File: src/logic/uart_frac_defines.svh
`ifndef UART_FRAC_DEFINES_SVH
`define UART_FRAC_DEFINES_SVH
// =====================================================
// Register byte offsets
`define OFS_DIV_LOW 8'h00
`define OFS_DIV_HIGH 8'h04
`define OFS_BUF_CTRL 8'h08
`define OFS_FILL_CNT 8'h0C
`define OFS_UNIT_CTRL 8'h10
`define OFS_STATUS 8'h14
`define OFS_RX_DATA 8'h18
// =====================================================
// Field positions
`define BC_THR_LSB 0
`define BC_RANGE_BIT 2
`define BC_FRAC_LSB 3
`define UC_ENABLE_BIT 0
`define UC_IRQ_EN_BIT 1
`define ST_DATA_BIT 0
`define ST_OVR_BIT 1
// =====================================================
// Reset values and counts
`define RST_BYTE 8'h00
`define RX_DEPTH 3'h4
`define AXI_OKAY 2'h0
`define AXI_SLVERR 2'h2
`endif

File: src/logic/uart_frac_pkg.sv
package uart_frac_pkg;
   typedef enum {RX_IDLE, RX_START, RX_DATA, RX_STOP} rx_state_e;
   typedef logic [7:0] byte_t;
endpackage

File: src/logic/bit_timing_if.sv
`timescale 1ns/1ps
interface bit_timing_if;
   logic [15:0] divisor;
   logic [2:0] frac;
   logic range_sel;
   logic restart;
   logic stop;
   logic bit_end;
   logic [2:0] sample;
   modport timer (input divisor, frac, range_sel, restart, stop,
      output bit_end, sample);
   modport user (output divisor, frac, range_sel, restart, stop,
      input bit_end, sample);
endinterface

File: src/logic/uart_fractional_baud_rx_fifo.sv
// Our own choices: the address map and the AXI4-Lite register port.
`timescale 1ns/1ps
// Overview of operation
// Bit rate is clock over divisor plus fraction adjust eighths.
// A free-running 16-bit timer sets the bit period; the code restarts each timer per frame and stops the receive one when idle.
// Software keeps divisor at least 16 (range 0) or 8 (range 1).
// Software writes divisor low byte before the high byte.
// Range 0 samples at half, half plus one, half plus two.
// Range 1 samples at half minus one, half, half plus two.
// Fraction added each bit; a carry lengthens that bit by one clock.
// Fraction correction applies to transmit and receive timing.
// Software loads truncated ratio and rounded fraction times eight.
// Threshold code 00 means four bytes; 01..11 one to three.
// Reaching threshold sets data flag; interrupt if enabled.
// Fill count rises per byte stored, falls per byte read.
// Full buffer: fifth byte held, sixth replaces it, count stays 4.
// Fill count clears on reset and on setting unit enable.
// Fill count is bits 2..0, read only, upper bits zero.
// After reset buffer empty, control fields zero.
// Buffer control bits 7 and 6 read zero.
// Disable empties buffer, clears count and flags, keeps config.
// Receive interrupt enable gates data and overrun flags.
// Fraction accumulator clears at each frame start bit.
module uart_fractional_baud_rx_fifo (
   input wire logic aclk, // Clock, 200 MHz.
   input wire logic aresetn, // Synchronous reset, active low.
   input wire logic [7:0] s_axi_awaddr, // Write address.
   input wire logic s_axi_awvalid, // Write address valid.
   output logic s_axi_awready, // Write address ready.
   input wire logic [31:0] s_axi_wdata, // Write data.
   input wire logic [3:0] s_axi_wstrb, // Write strobes.
   input wire logic s_axi_wvalid, // Write data valid.
   output logic s_axi_wready, // Write data ready.
   output logic [1:0] s_axi_bresp, // Write response.
   output logic s_axi_bvalid, // Write response valid.
   input wire logic s_axi_bready, // Write response ready.
   input wire logic [7:0] s_axi_araddr, // Read address.
   input wire logic s_axi_arvalid, // Read address valid.
   output logic s_axi_arready, // Read address ready.
   output logic [31:0] s_axi_rdata, // Read data.
   output logic [1:0] s_axi_rresp, // Read response.
   output logic s_axi_rvalid, // Read data valid.
   input wire logic s_axi_rready, // Read data ready.
   input wire logic rxd, // Serial receive pin.
   input wire logic tx_frame_start, // Transmitter frame start pulse.
   output logic tx_bit_tick, // Transmit bit boundary pulse.
   output logic uart_irq // Receive interrupt request.
);
   import uart_frac_pkg::*;
`include "uart_frac_defines.svh"

   bit_timing_if rx_tif ();
   bit_timing_if tx_tif ();

   byte_t divisor_low_byte, divisor_high_byte, div_low_stage;
   logic [2:0] fraction_adjust;
   logic divisor_range_select;
   logic [1:0] rx_fill_threshold;
   logic serial_unit_enable;
   logic rx_irq_enable;
   logic overrun_flag;
   logic rx_data_flag;
   logic [2:0] rx_fill_count;
   byte_t rx_mem [0:3];
   logic [1:0] wr_ptr;
   logic [1:0] rd_ptr;
   byte_t hold_byte;
   logic hold_valid;
   logic [2:0] rxs;
   logic rx_level;
   rx_state_e rx_state;
   logic [2:0] samp;
   logic [2:0] bit_idx;
   byte_t shift;
   logic [7:0] aw_addr;
   logic [31:0] w_data;
   logic [3:0] w_strb;
   logic aw_held, w_held, do_write, do_read, byte_done, pop, push;
   logic enable_rise, maj;

   // Two-of-three vote over the sampled levels of one bit.
   function automatic logic vote(input logic [2:0] s);
      vote = (s[0] & s[1]) | (s[0] & s[2]) | (s[1] & s[2]);
   endfunction

   function automatic logic wr_hit(input logic [7:0] a);
      wr_hit = (a == `OFS_DIV_LOW) || (a == `OFS_DIV_HIGH) ||
         (a == `OFS_BUF_CTRL) || (a == `OFS_UNIT_CTRL) ||
         (a == `OFS_STATUS);
   endfunction

   // =====================================================
   // Bit timers, one per direction
   assign rx_tif.divisor = {divisor_high_byte, divisor_low_byte};
   assign rx_tif.frac = fraction_adjust;
   assign rx_tif.range_sel = divisor_range_select;
   assign tx_tif.divisor = {divisor_high_byte, divisor_low_byte};
   assign tx_tif.frac = fraction_adjust;
   assign tx_tif.range_sel = divisor_range_select;
   assign tx_tif.restart = tx_frame_start && serial_unit_enable;
   assign tx_tif.stop = !serial_unit_enable;
   assign tx_bit_tick = tx_tif.bit_end;

   bit_timer u_rx_timer (
      .aclk(aclk),
      .aresetn(aresetn),
      .tif(rx_tif.timer)
   );

   bit_timer u_tx_timer (
      .aclk(aclk),
      .aresetn(aresetn),
      .tif(tx_tif.timer)
   );

   // =====================================================
   // Receive pin synchroniser and filter
   always_ff @(posedge aclk) begin
      if (!aresetn) begin
         rxs <= 3'h7;
         rx_level <= 1'b1;
      end else begin
         rxs <= {rxs[1:0], rxd};
         if (rxs[1] == rxs[2]) begin
            rx_level <= rxs[2];
         end
      end
   end

   // =====================================================
   // Receive frame sequencer
   assign rx_tif.restart = serial_unit_enable && (rx_state == RX_IDLE)
      && !rx_level;
   assign rx_tif.stop = !serial_unit_enable ||
      (rx_state == RX_IDLE && rx_level);
   assign maj = vote(samp);
   // The frame ends at the stop bit's last sample, so a new start
   // edge that follows at once is not missed.
   assign byte_done = (rx_state == RX_STOP) && rx_tif.sample[2]
      && vote({rx_level, samp[1:0]});

   always_ff @(posedge aclk) begin
      if (!aresetn) begin
         samp <= 3'h0;
      end else begin
         for (int i = 0; i < 3; i++) begin
            if (rx_tif.sample[i]) begin
               samp[i] <= rx_level;
            end
         end
      end
   end

   always_ff @(posedge aclk) begin
      if (!aresetn || !serial_unit_enable) begin
         rx_state <= RX_IDLE;
         bit_idx <= 3'h0;
         shift <= `RST_BYTE;
      end else begin
         case (rx_state)
            RX_IDLE: begin
               if (!rx_level) begin
                  rx_state <= RX_START;
               end
            end
            RX_START: begin
               if (rx_tif.bit_end) begin
                  rx_state <= maj ? RX_IDLE : RX_DATA;
                  bit_idx <= 3'h0;
               end
            end
            RX_DATA: begin
               if (rx_tif.bit_end) begin
                  shift <= {maj, shift[7:1]};
                  bit_idx <= bit_idx + 3'h1;
                  if (bit_idx == 3'h7) begin
                     rx_state <= RX_STOP;
                  end
               end
            end
            RX_STOP: begin
               if (rx_tif.sample[2]) begin
                  rx_state <= RX_IDLE;
               end
            end
            default: begin
               rx_state <= RX_IDLE;
            end
         endcase
      end
   end

   // =====================================================
   // Four-byte receive buffer and fill counter
   assign pop = do_read && (s_axi_araddr == `OFS_RX_DATA) &&
      (rx_fill_count != 3'h0);
   assign push = (byte_done || hold_valid) && ((rx_fill_count < `RX_DEPTH)
      || pop);

   always_ff @(posedge aclk) begin
      if (!aresetn || !serial_unit_enable || enable_rise) begin
         rx_fill_count <= 3'h0;
         wr_ptr <= 2'h0;
         rd_ptr <= 2'h0;
      end else begin
         if (push) begin
            wr_ptr <= wr_ptr + 2'h1;
         end
         if (pop) begin
            rd_ptr <= rd_ptr + 2'h1;
         end
         if (push && !pop) begin
            rx_fill_count <= rx_fill_count + 3'h1;
         end else if (pop && !push) begin
            rx_fill_count <= rx_fill_count - 3'h1;
         end
      end
   end

   always_ff @(posedge aclk) begin
      if (push) begin
         // A held byte is older than one just finishing, so it goes first.
         rx_mem[wr_ptr] <= hold_valid ? hold_byte : shift;
      end
   end

   always_ff @(posedge aclk) begin
      if (!aresetn || !serial_unit_enable) begin
         hold_valid <= 1'b0;
         hold_byte <= `RST_BYTE;
      end else if (byte_done && (hold_valid ||
         (rx_fill_count == `RX_DEPTH && !pop))) begin
         hold_valid <= 1'b1;
         hold_byte <= shift;
      end else if (push) begin
         hold_valid <= 1'b0;
      end
   end

   always_comb begin
      case (rx_fill_threshold)
         2'h0: rx_data_flag = (rx_fill_count >= `RX_DEPTH);
         2'h1: rx_data_flag = (rx_fill_count >= 3'h1);
         2'h2: rx_data_flag = (rx_fill_count >= 3'h2);
         default: rx_data_flag = (rx_fill_count >= 3'h3);
      endcase
   end

   assign uart_irq = rx_irq_enable && (rx_data_flag || overrun_flag);

   always_ff @(posedge aclk) begin
      if (!aresetn || !serial_unit_enable) begin
         overrun_flag <= 1'b0;
      end else if (byte_done && hold_valid) begin
         overrun_flag <= 1'b1;
      end else if (do_write && aw_addr == `OFS_STATUS && w_strb[0] &&
         w_data[`ST_OVR_BIT]) begin
         overrun_flag <= 1'b0;
      end
   end

   // =====================================================
   // AXI4-Lite write channel
   assign s_axi_awready = !aw_held && !s_axi_bvalid;
   assign s_axi_wready = !w_held && !s_axi_bvalid;
   assign do_write = aw_held && w_held && !s_axi_bvalid;

   always_ff @(posedge aclk) begin
      if (!aresetn) begin
         aw_held <= 1'b0;
         w_held <= 1'b0;
         aw_addr <= 8'h00;
         w_data <= 32'h0000_0000;
         w_strb <= 4'h0;
         s_axi_bvalid <= 1'b0;
         s_axi_bresp <= `AXI_OKAY;
      end else begin
         if (s_axi_awvalid && s_axi_awready) begin
            aw_held <= 1'b1;
            aw_addr <= s_axi_awaddr;
         end
         if (s_axi_wvalid && s_axi_wready) begin
            w_held <= 1'b1;
            w_data <= s_axi_wdata;
            w_strb <= s_axi_wstrb;
         end
         if (do_write) begin
            aw_held <= 1'b0;
            w_held <= 1'b0;
            s_axi_bvalid <= 1'b1;
            s_axi_bresp <= wr_hit(aw_addr) ? `AXI_OKAY : `AXI_SLVERR;
         end else if (s_axi_bvalid && s_axi_bready) begin
            s_axi_bvalid <= 1'b0;
         end
      end
   end

   // =====================================================
   // Configuration registers
   always_ff @(posedge aclk) begin
      if (!aresetn) begin
         divisor_low_byte <= `RST_BYTE;
         divisor_high_byte <= `RST_BYTE;
         div_low_stage <= `RST_BYTE;
         fraction_adjust <= 3'h0;
         divisor_range_select <= 1'b0;
         rx_fill_threshold <= 2'h0;
         serial_unit_enable <= 1'b0;
         rx_irq_enable <= 1'b0;
         enable_rise <= 1'b0;
      end else begin
         enable_rise <= 1'b0;
         if (do_write && w_strb[0]) begin
            case (aw_addr)
               // The low byte waits until the high byte arrives, so
               // the timer never runs on half a new divisor.
               `OFS_DIV_LOW: div_low_stage <= w_data[7:0];
               `OFS_DIV_HIGH: begin
                  divisor_high_byte <= w_data[7:0];
                  divisor_low_byte <= div_low_stage;
               end
               `OFS_BUF_CTRL: begin
                  rx_fill_threshold <= w_data[`BC_THR_LSB +: 2];
                  divisor_range_select <= w_data[`BC_RANGE_BIT];
                  fraction_adjust <= w_data[`BC_FRAC_LSB +: 3];
               end
               `OFS_UNIT_CTRL: begin
                  serial_unit_enable <= w_data[`UC_ENABLE_BIT];
                  rx_irq_enable <= w_data[`UC_IRQ_EN_BIT];
                  enable_rise <= w_data[`UC_ENABLE_BIT];
               end
               default: begin
               end
            endcase
         end
      end
   end

   // =====================================================
   // AXI4-Lite read channel
   assign s_axi_arready = !s_axi_rvalid;
   assign do_read = s_axi_arvalid && s_axi_arready;

   always_ff @(posedge aclk) begin
      if (!aresetn) begin
         s_axi_rvalid <= 1'b0;
         s_axi_rdata <= 32'h0000_0000;
         s_axi_rresp <= `AXI_OKAY;
      end else if (do_read) begin
         s_axi_rvalid <= 1'b1;
         s_axi_rresp <= `AXI_OKAY;
         s_axi_rdata <= 32'h0000_0000;
         case (s_axi_araddr)
            `OFS_DIV_LOW: s_axi_rdata[7:0] <= div_low_stage;
            `OFS_DIV_HIGH: s_axi_rdata[7:0] <= divisor_high_byte;
            `OFS_BUF_CTRL: s_axi_rdata[5:0] <= {fraction_adjust,
               divisor_range_select, rx_fill_threshold};
            `OFS_FILL_CNT: s_axi_rdata[2:0] <= rx_fill_count;
            `OFS_UNIT_CTRL: s_axi_rdata[1:0] <= {rx_irq_enable,
               serial_unit_enable};
            `OFS_STATUS: s_axi_rdata[1:0] <= {overrun_flag, rx_data_flag};
            `OFS_RX_DATA: begin
               if (rx_fill_count != 3'h0) begin
                  s_axi_rdata[7:0] <= rx_mem[rd_ptr];
               end
            end
            default: s_axi_rresp <= `AXI_SLVERR;
         endcase
      end else if (s_axi_rvalid && s_axi_rready) begin
         s_axi_rvalid <= 1'b0;
      end
   end
endmodule // uart_fractional_baud_rx_fifo

File: src/logic/bit_timer.sv
`timescale 1ns/1ps
module bit_timer (
   input wire logic aclk, // Clock.
   input wire logic aresetn, // Synchronous reset, active low.
   bit_timing_if.timer tif // Timing request and strobes.
);
   logic [15:0] cnt, half, p0, p1, p2;
   logic [2:0] acc;
   logic extra, run;
   logic [3:0] next_sum;
   logic [16:0] end_at;

   assign next_sum = {1'b0, acc} + {1'b0, tif.frac};
   assign end_at = {1'b0, tif.divisor} + {16'h0000, extra} - 17'h00001;
   assign half = tif.divisor >> 1;
   // Range 1 moves the first two points one clock earlier for short bits.
   assign p0 = tif.range_sel ? half - 16'h0001 : half;
   assign p1 = tif.range_sel ? half : half + 16'h0001;
   assign p2 = half + 16'h0002;
   assign tif.bit_end = run && ({1'b0, cnt} == end_at);
   assign tif.sample[0] = run && (cnt == p0);
   assign tif.sample[1] = run && (cnt == p1);
   assign tif.sample[2] = run && (cnt == p2);

   // =====================================================
   // 16-bit bit-period counter, restarted per frame, cleared at each bit end
   always_ff @(posedge aclk) begin
      if (!aresetn || tif.stop) begin
         run <= 1'b0;
         cnt <= 16'h0000;
      end else if (tif.restart) begin
         run <= 1'b1;
         cnt <= 16'h0000;
      end else if (tif.bit_end) begin
         cnt <= 16'h0000;
      end else if (run) begin
         cnt <= cnt + 16'h0001;
      end
   end

   // =====================================================
   // Fraction accumulator
   always_ff @(posedge aclk) begin
      if (!aresetn) begin
         acc <= 3'h0;
         extra <= 1'b0;
      end else if (tif.restart) begin
         // The first bit of a frame gets 0 + frac, never a carry.
         acc <= tif.frac;
         extra <= 1'b0;
      end else if (tif.bit_end) begin
         acc <= next_sum[2:0];
         extra <= next_sum[3];
      end
   end
endmodule // bit_timer

File: config.mk
export PLATFORM = sky130hd
export DESIGN_NAME = uart_fractional_baud_rx_fifo
export DESIGN_NICKNAME = d
export VERILOG_FILES = /design/src/logic/uart_frac_pkg.sv /design/src/logic/bit_timing_if.sv /design/src/logic/uart_fractional_baud_rx_fifo.sv /design/src/logic/bit_timer.sv
export VERILOG_INCLUDE_DIRS = /design/src /design/src/logic
export SDC_FILE = /design/constraint.sdc
export NUM_CORES = 1
export LEC_CHECK = 0
export BUFFER_PORTS_ARGS = -buffer_cell sky130_fd_sc_hd__buf_2
export CORE_MARGIN = 1.5
export CORE_UTILIZATION = 44
export DETAILED_ROUTE_END_ITERATION = 10
export PLACE_DENSITY_LB_ADDON = 0.05
export SLEW_MARGIN = 20
export SYNTH_ARGS = -nofsm -noshare
export SYNTH_HDL_FRONTEND = slang
export SYNTH_SLANG_ARGS = --single-unit
File: constraint.sdc
create_clock -name aclk -period 4.4 [get_ports aclk]
set_input_delay 0 -clock aclk [delete_from_list [all_inputs] [get_ports aclk]]
set_output_delay 0 -clock aclk [all_outputs]
set_load 0.01 [all_outputs]
==> metrics.md, run 1 <==
| Metric | Value |
|---|---|
| Setup TNS | 0 ns |
| Clock Pin Slew Worst Setup and Hold Paths | 0.09 ns |
| Yosys warning total | 0 |
| Setup bufs post-CTS | 0 |
| CTS resizes | 0 |
| Final Core Density | 50.19% |
| DRT Pass-1 Iters | 4 |
| Clk sinks | 177 |
| N_diodes | 0 |
| Unrepaired setup endpoints after global routing | no |
| Hold WC Path Type | in -> reg |
| Critical Path Fanout Max | 9 |
| CTS Buffer Depth | 2 |
| Initial antenna violation count | 0 |
| Vias in the first global route | 7,925 |
| Clock H-tree levels | 4 |
| Avg Vias per Cell | 5.473 |
| Setup CP Type | reg -> reg |
| Num rows | 56 |
| DP HPWL | 20.18 mm |
| Clk Latency, worst-skew pair | 0.45 ns |
| WL/cell | 17.81 um |
| Outcome | finished clean |
| Die Y | 157.8 um |
| Post-synthesis compound-gate area fraction | 12.43% |
| ANT nets after route | 0 |
| Tcrit/Tclk final | 80.03% |
| Max_cap viols | 0 |
| Initial core utilization | 44.95% |
| Post-Synth Adder-Cell Area | 3.819% |
| Critical path endpoint category | flip-flop |
| Seq/Total Area, Yosys | 36.62% |
| Worst Path Arrival | 3.87 ns |
| Most frequent cells in the layout | dfxtp_1, nand2_1, nor2_1, a21oi_1, xnor2_1 |
| Fin cells | 1,571 |
| # fillers | 2,259 |
| Core ar. | 23,470 sq um |
| Ys flop type | dfxtp_1 |
| Fraction of layout cells with a size suffix above 1 | 12.06% |
| Multi-input gate area | 6120 sq um |
| EDFF count, synth | 32 |
| P_sw | 899.4 uW |
| Mean Syn Cell Area | 8.763 sq um |
| Power Density | 291.3 nW/um^2 |
| CTS buffer count | 17 |
| Main combinational cell family by area after synthesis | simple AND/OR/NAND/NOR gates |
| Placed instance count | 1,516 |
| Synth unique cells | 88 |
| Commonest non-fill, non-tap cell in the layout | dfxtp_1 |
| Combinational Power Share | 3.7% |
| Post-Synth Simple-Gate Area | 22.73% |
| # port buffers | 50 |
| Net Sw Frac | 26.20% |
| Gpl congestion | 0.8949 |
| Synth Area in XOR/XNOR | 9.630% |
| Worst reg2reg path depth | 11 |
| Post-synthesis async set-or-reset flop share | 0% |
| Mux contribution to synthesized area | 8.420% |
| GRT Util Overall | 23.35% |
| Post-Syn Area | 10,550 sq um |
| Root buf cell | clkbuf_16 |
| CTS tree | built |
| Slew Viols, Final | 0 |
| Nets@finish | 1,331 |
| Vias after detailed routing | 8,598 |
| Clk_skew | 0.02011 ns |
| Die area | 24,920 sq um |
| Max Fclk | 0.2840 GHz |
| Routed Wire Length | 27.98 mm |
| Internal power | 2533 uW |
| Static Leak | 0.004483 uW |
| Die Wd | 157.8 um |
| Hold Path Depth | 3 |
| Post-route DRC | 0 |
| Pin count of the biggest net entering global routing | 61 |
| First-pass GRT wire length | 44.71 mm |
| Sequential power share | 48.9% |
| GRT Residual Overflow | 0 |
| Endpoints failing setup | 0 |
| Tightest Pin Transition | 1.147 ns |
| Kind of launch point of the worst setup path | flip-flop |
| Final min period | 3.522 ns |
| Seq cells post-synth | 177 |
| Fin. Hold Viols | 0 |
| Reg area | 3864 sq um |
| Synthesized instance count | 1,204 |
| DRT iter0 DRCs | 549 |
| Max_slew headroom | 23.48% |
| Area grow syn2layout | 11.67% |
| Worst vdd ir | 0.2242 mV |
| I/O Pins | 104 |
| Clock Power Share | 47.4% |
| Hold-fix buffers at CTS | 23 |
| Crit path required time | 4.75 ns |
path summary, 6_finish.rpt:
check	from	end	slack (ns)
worst min-delay path	s_axi_awvalid	aw_held	0.03
worst max register to register	divisor_low_byte[3]	rx_fill_count[2]	0.88
worst min register to register	rxs[0]	rxs[1]	0.41
worst max-delay path	divisor_low_byte[3]	rx_fill_count[2]	0.88
cell families (layout without fill, tap and decap cells):
| group | count (synthesis) | in the layout |
|---|---|---|
| AOI/OAI and AO/OA | 200 | 200 |
| other | 1 | 26 |
| buffers and inverters | 137 | 160 |
| xor gates and xnor gates | 116 | 116 |
| DFF | 177 | 177 |
| muxes | 77 | 77 |
| and+or+nand+nor | 465 | 465 |
| adders and majority gates | 31 | 31 |
power groups by stage:
stage / logic (uW) / clock network (uW) / registers (uW)
after floorplan: 88.2 / 0 / 1710
after global placement: 109 / 0 / 1720
after detailed placement: 110 / 0 / 1720
after CTS: 126 / 1670 / 1680
after global routing: 143 / 1730 / 1680
final: 126 / 1630 / 1680
registers in the layout (all words and copies together), names as in the netlist, 8 cells and up, named ones only:
name / flops
aw_addr: 8
div_low_stage: 8
divisor_high_byte: 8
divisor_low_byte: 8
hold_byte: 8
rx_mem: 32
s_axi_rdata: 8
shift: 8
u_rx_timer.cnt: 16
u_tx_timer.cnt: 16
w_data: 8
layer usage:
metal | vias to the layer above | global-route usage, % | share of wire [%]
li1 | 4288 | - | -
met1 | 4115 | 32.45 | 49
met2 | 173 | 38.26 | 47
met3 | 22 | 3.394 | 3.1
met4 | 0 | 5.256 | 1.2
met5 | - | 0 | 0
stage by stage:
stage               hold WS [ns]  power [uW]  worst slack [ns]  instance area, sq um
finish                   0.03150        3432            0.8785                 11780
global route             0.05467        3558            0.5587                 11780
CTS                      0.01284        3477            0.8891                 11780
detailed placement        0.1854        1827            0.8826                 10920
global placement          0.1827        1827            0.8717                 10920
floorplan                 0.1001        1802             1.323                 10640
worst max-delay path, cell delays in order (launching register included):
cell and delay [ns]:
dfxtp_1 0.38, ha_1 0.34, and4_1 0.36, nand3_1 0.20, mux2_2 0.36, nor4b_2 0.38
nand3_1 0.19, o32ai_4 0.45, ha_1 0.37, o21ai_0 0.16, o21ai_0 0.09, and2_1 0.15
synth_stat cells, drive strengths merged (4+ instances only):
library cell | n | share of area [%]
and4 | 5 | 0.42
o211a | 4 | 0.38
or4 | 9 | 0.68
or3 | 6 | 0.36
ha | 29 | 3.4
nand2b | 10 | 0.59
nand3 | 39 | 2.0
edfxtp | 32 | 9.1
nand4 | 33 | 2.0
a31oi | 11 | 0.65
nand3b | 9 | 0.64
clkbuf | 51 | 1.8
o21a | 5 | 0.36
nand2 | 127 | 4.5
nor4 | 16 | 1.4
nor3b | 5 | 0.62
o21ai | 36 | 1.7
mux4 | 8 | 1.7
o31ai | 12 | 0.90
a21oi | 71 | 3.4
a221oi | 5 | 0.42
nor2b | 8 | 0.47
mux2i | 55 | 5.2
xnor2 | 62 | 5.1
a211oi | 7 | 0.50
inv | 33 | 1.2
xor2 | 54 | 4.5
and2 | 12 | 0.71
a21o | 5 | 0.36
mux2 | 14 | 1.5
dfxtp | 145 | 28
o211ai | 6 | 0.43
buf | 52 | 3.3
nor3 | 31 | 1.6
and3 | 14 | 0.83
nor2 | 124 | 4.4
final cells by class:
cell class                      count  share of cell area (%)
Multi-Input combinational cell    915                   51.94
Sequential cell                   177                   32.80
Timing Repair Buffer               94                   5.416
Clock buffer                       18                   3.823
Tap cell                          319                   3.388
Clock inverter                     14                   1.551
Inverter                           34                   1.083
Note: power is estimated with default switching activity, not from simulation.
==> run 2: changes to the inputs <==
==> constraint.sdc (replaced) <==
create_clock -name aclk -period 2.95 [get_ports aclk]
set_input_delay 0 -clock aclk [delete_from_list [all_inputs] [get_ports aclk]]
set_output_delay 0 -clock aclk [all_outputs]
set_load 0.01 [all_outputs]
==> metrics.md, run 2 (synthesis results as in run 1) <==
| Metric | Value |
|---|---|
| Setup WS post-layout | 0.1013 ns (was 0.8785 ns) |
| Vias after detailed routing | 9,056 (was 8,598) |
| CTS Buffer Depth | 2 (unchanged) |
| GR Layer Usage met3 | 3.668% (was 3.394%) |
| Worst Path Arrival | 3.01 ns (was 3.87 ns) |
| First-pass GRT wire length | 48.33 mm (was 44.71 mm) |
| DP HPWL | 22.71 mm (was 20.18 mm) |
| Clk_skew | 0.01875 ns (was 0.02011 ns) |
| Final min period | 2.849 ns (was 3.522 ns) |
| Die Y | 157.8 um (unchanged) |
| Clock Pin Slew Worst Setup and Hold Paths | 0.08 ns (was 0.09 ns) |
| GRT Util Overall | 25.31% (was 23.35%) |
| Area grow syn2layout | 21.17% (was 11.67%) |
| Post-route DRC | 0 (unchanged) |
| Max Fclk | 0.3510 GHz (was 0.2840 GHz) |
| Kind of launch point of the worst setup path | flip-flop (unchanged) |
| WL/cell | 18.17 um (was 17.81 um) |
| CP Cell Sequence | and4_1 -> nand3_2 -> mux2_2 -> nor4b_2 -> buf_4 -> nand3_1 -> o32ai_4 -> buf_6 -> and2_1 -> buf_4 (was ha_1 -> and4_1 -> nand3_1 -> mux2_2 -> nor4b_2 -> nand3_1 -> o32ai_4 -> ha_1 -> o21ai_0 -> o21ai_0 -> and2_1) |
| Reg area | 3880 sq um (was 3864 sq um) |
| Worst vdd ir | 0.3228 mV (was 0.2242 mV) |
| Max_cap viols | 0 (unchanged) |
| Clk sinks | 177 (unchanged) |
| Setup CP Type | reg -> reg (unchanged) |
| Crit path required time | 3.11 ns (was 4.75 ns) |
| Tightest Pin Transition | 0.9359 ns (was 1.147 ns) |
| Critical path endpoint category | flip-flop (unchanged) |
| # port buffers | 50 (unchanged) |
| Placed instance count | 1,611 (was 1,516) |
| Avg Vias per Cell | 5.420 (was 5.473) |
| Endpoints failing setup | 0 (unchanged) |
| Die area | 24,920 sq um (unchanged) |
| N_diodes | 0 (unchanged) |
| Gr busiest metal | met2 (unchanged) |
| Fin. Hold Viols | 0 (unchanged) |
| Num rows | 56 (unchanged) |
| Most frequent cells in the layout | dfxtp_1, nand2_1, nor2_1, buf_4, a21oi_1 (was dfxtp_1, nand2_1, nor2_1, a21oi_1, xnor2_1) |
| Max reg flops | 32 (unchanged) |
| Clock H-tree levels | 4 (unchanged) |
| Critical Path Fanout Max | 6 (was 9) |
| M2 GR Usage | 42.71% (was 38.26%) |
| Hold WC Path Type | in -> reg (unchanged) |
| Static Leak | 0.005045 uW (was 0.004483 uW) |
| Vias in the first global route | 8,787 (was 7,925) |
| Met1 track demand over resource | 33.49% (was 32.45%) |
| # fillers | 2,196 (was 2,259) |
| Initial antenna violation count | 0 (unchanged) |
| Slowest Stage Delay on Critical Path | 0.43 ns (was 0.45 ns) |
| Fin cells | 1,671 (was 1,571) |
| Initial core utilization | 44.95% (unchanged) |
| Die Wd | 157.8 um (unchanged) |
| Largest Register | rx_mem (unchanged) |
| Pin count of the biggest net entering global routing | 48 (was 61) |
| Nets@finish | 1,431 (was 1,331) |
| Slowest-stage cell, CP | dfxtp_2 (was o32ai_4) |
| Hold_ws | 0.03135 ns (was 0.03150 ns) |
| Max_slew headroom | 37.33% (was 23.48%) |
| Worst path most repeated cell | buf_4 |
| Setup TNS | 0 ns (unchanged) |
| Outcome | finished clean (unchanged) |
| Power Density | 402.1 nW/um^2 (was 291.3 nW/um^2) |
| Top Registers | rx_mem: 32 flops, u_rx_timer.cnt: 16 flops, u_tx_timer.cnt: 16 flops (unchanged) |
| Fraction of layout cells with a size suffix above 1 | 21.08% (was 12.06%) |
| Clk Latency, worst-skew pair | 0.45 ns (about the same) |
| Slew Viols, Final | 0 (unchanged) |
| DRT Pass-1 Iters | 5 (was 4) |
| Multi-input gate area | 6275 sq um (was 6120 sq um) |
| Pre-CTS setup slack | -0.05582 ns (was 0.8826 ns) |
| Commonest non-fill, non-tap cell in the layout | dfxtp_1 (unchanged) |
| Core ar. | 23,470 sq um (unchanged) |
| GRT Residual Overflow | 0 (unchanged) |
| I/O Pins | 104 (unchanged) |
| DRT iter0 DRCs | 544 (was 549) |
| Gpl congestion | 0.8775 (was 0.8949) |
| CTS buffer count | 17 (unchanged) |
| Root buf cell | clkbuf_16 (unchanged) |
| ANT nets after route | 0 (unchanged) |
| CTS tree | built (unchanged) |
| Tcrit/Tclk final | 96.56% (was 80.03%) |
| Routed Wire Length | 30.37 mm (was 27.98 mm) |
## run 2: path summary, 6_finish.rpt
kind / start / endpoint / slack, ns / cells past startpoint
max reg2reg: divisor_high_byte[0] / rx_mem[0][4] / 0.10 / 10
min reg2reg: rxs[0] / rxs[1] / 0.41 / 1
max: divisor_high_byte[0] / rx_mem[0][4] / 0.10 / 10
min: s_axi_awvalid / aw_held / 0.03 / 3
## run 2: critical path, delay by kind of cell, from the launching register on
family / cells / cell delay, ns
AND/OR/NAND/NOR: 5 / 0.97
AO/OA/AOI/OAI: 1 / 0.36
flip-flops: 1 / 0.43
multiplexers: 1 / 0.32
buffers and inverters: 3 / 0.49
## run 2: metrics by stage
step	area (sq um)	total power (uW)	utilization, %
2_1_floorplan	10660	2687	-
3_3_place_gp	11720	2730	49.93
3_5_place_dp	11720	2730	49.93
4_1_cts	12600	5190	53.68
5_1_grt	12780	5318	54.46
6_report	12780	5141	54.46
## run 2: area by class of cell
type,count,share of cell area [%]
Multi-Input combinational cell,915,49.08
Sequential cell,177,30.35
Clock inverter,15,1.556
Timing Repair Buffer,194,11.56
Clock buffer,17,3.328
Inverter,34,0.9983
Tap cell,319,3.122
## run 2: what timing repair did
item | 4_1_cts | 5_1_grt
hold buffers | 24 | 0
endpoints found under the setup margin | 35 | 66
gates resized for setup | 3 | 44
pin swaps | 0 | 7
endpoints found under the hold margin | 26 | 0
setup buffers | 0 | 4
## run 2: layer usage
metal | share of wire, % | wire (um)
met5 | 0 | 0
met4 | 1.9 | 586
met3 | 4.2 | 1277
met2 | 48 | 14500
met1 | 46 | 14000
## run 2: where the power goes
part / internal (uW) / switching, uW / leakage [uW]
Sequential: 2480 / 28.6 / 0.00155
Clock: 1190 / 1260 / 0.000302
Combinational: 85.7 / 109 / 0.00319
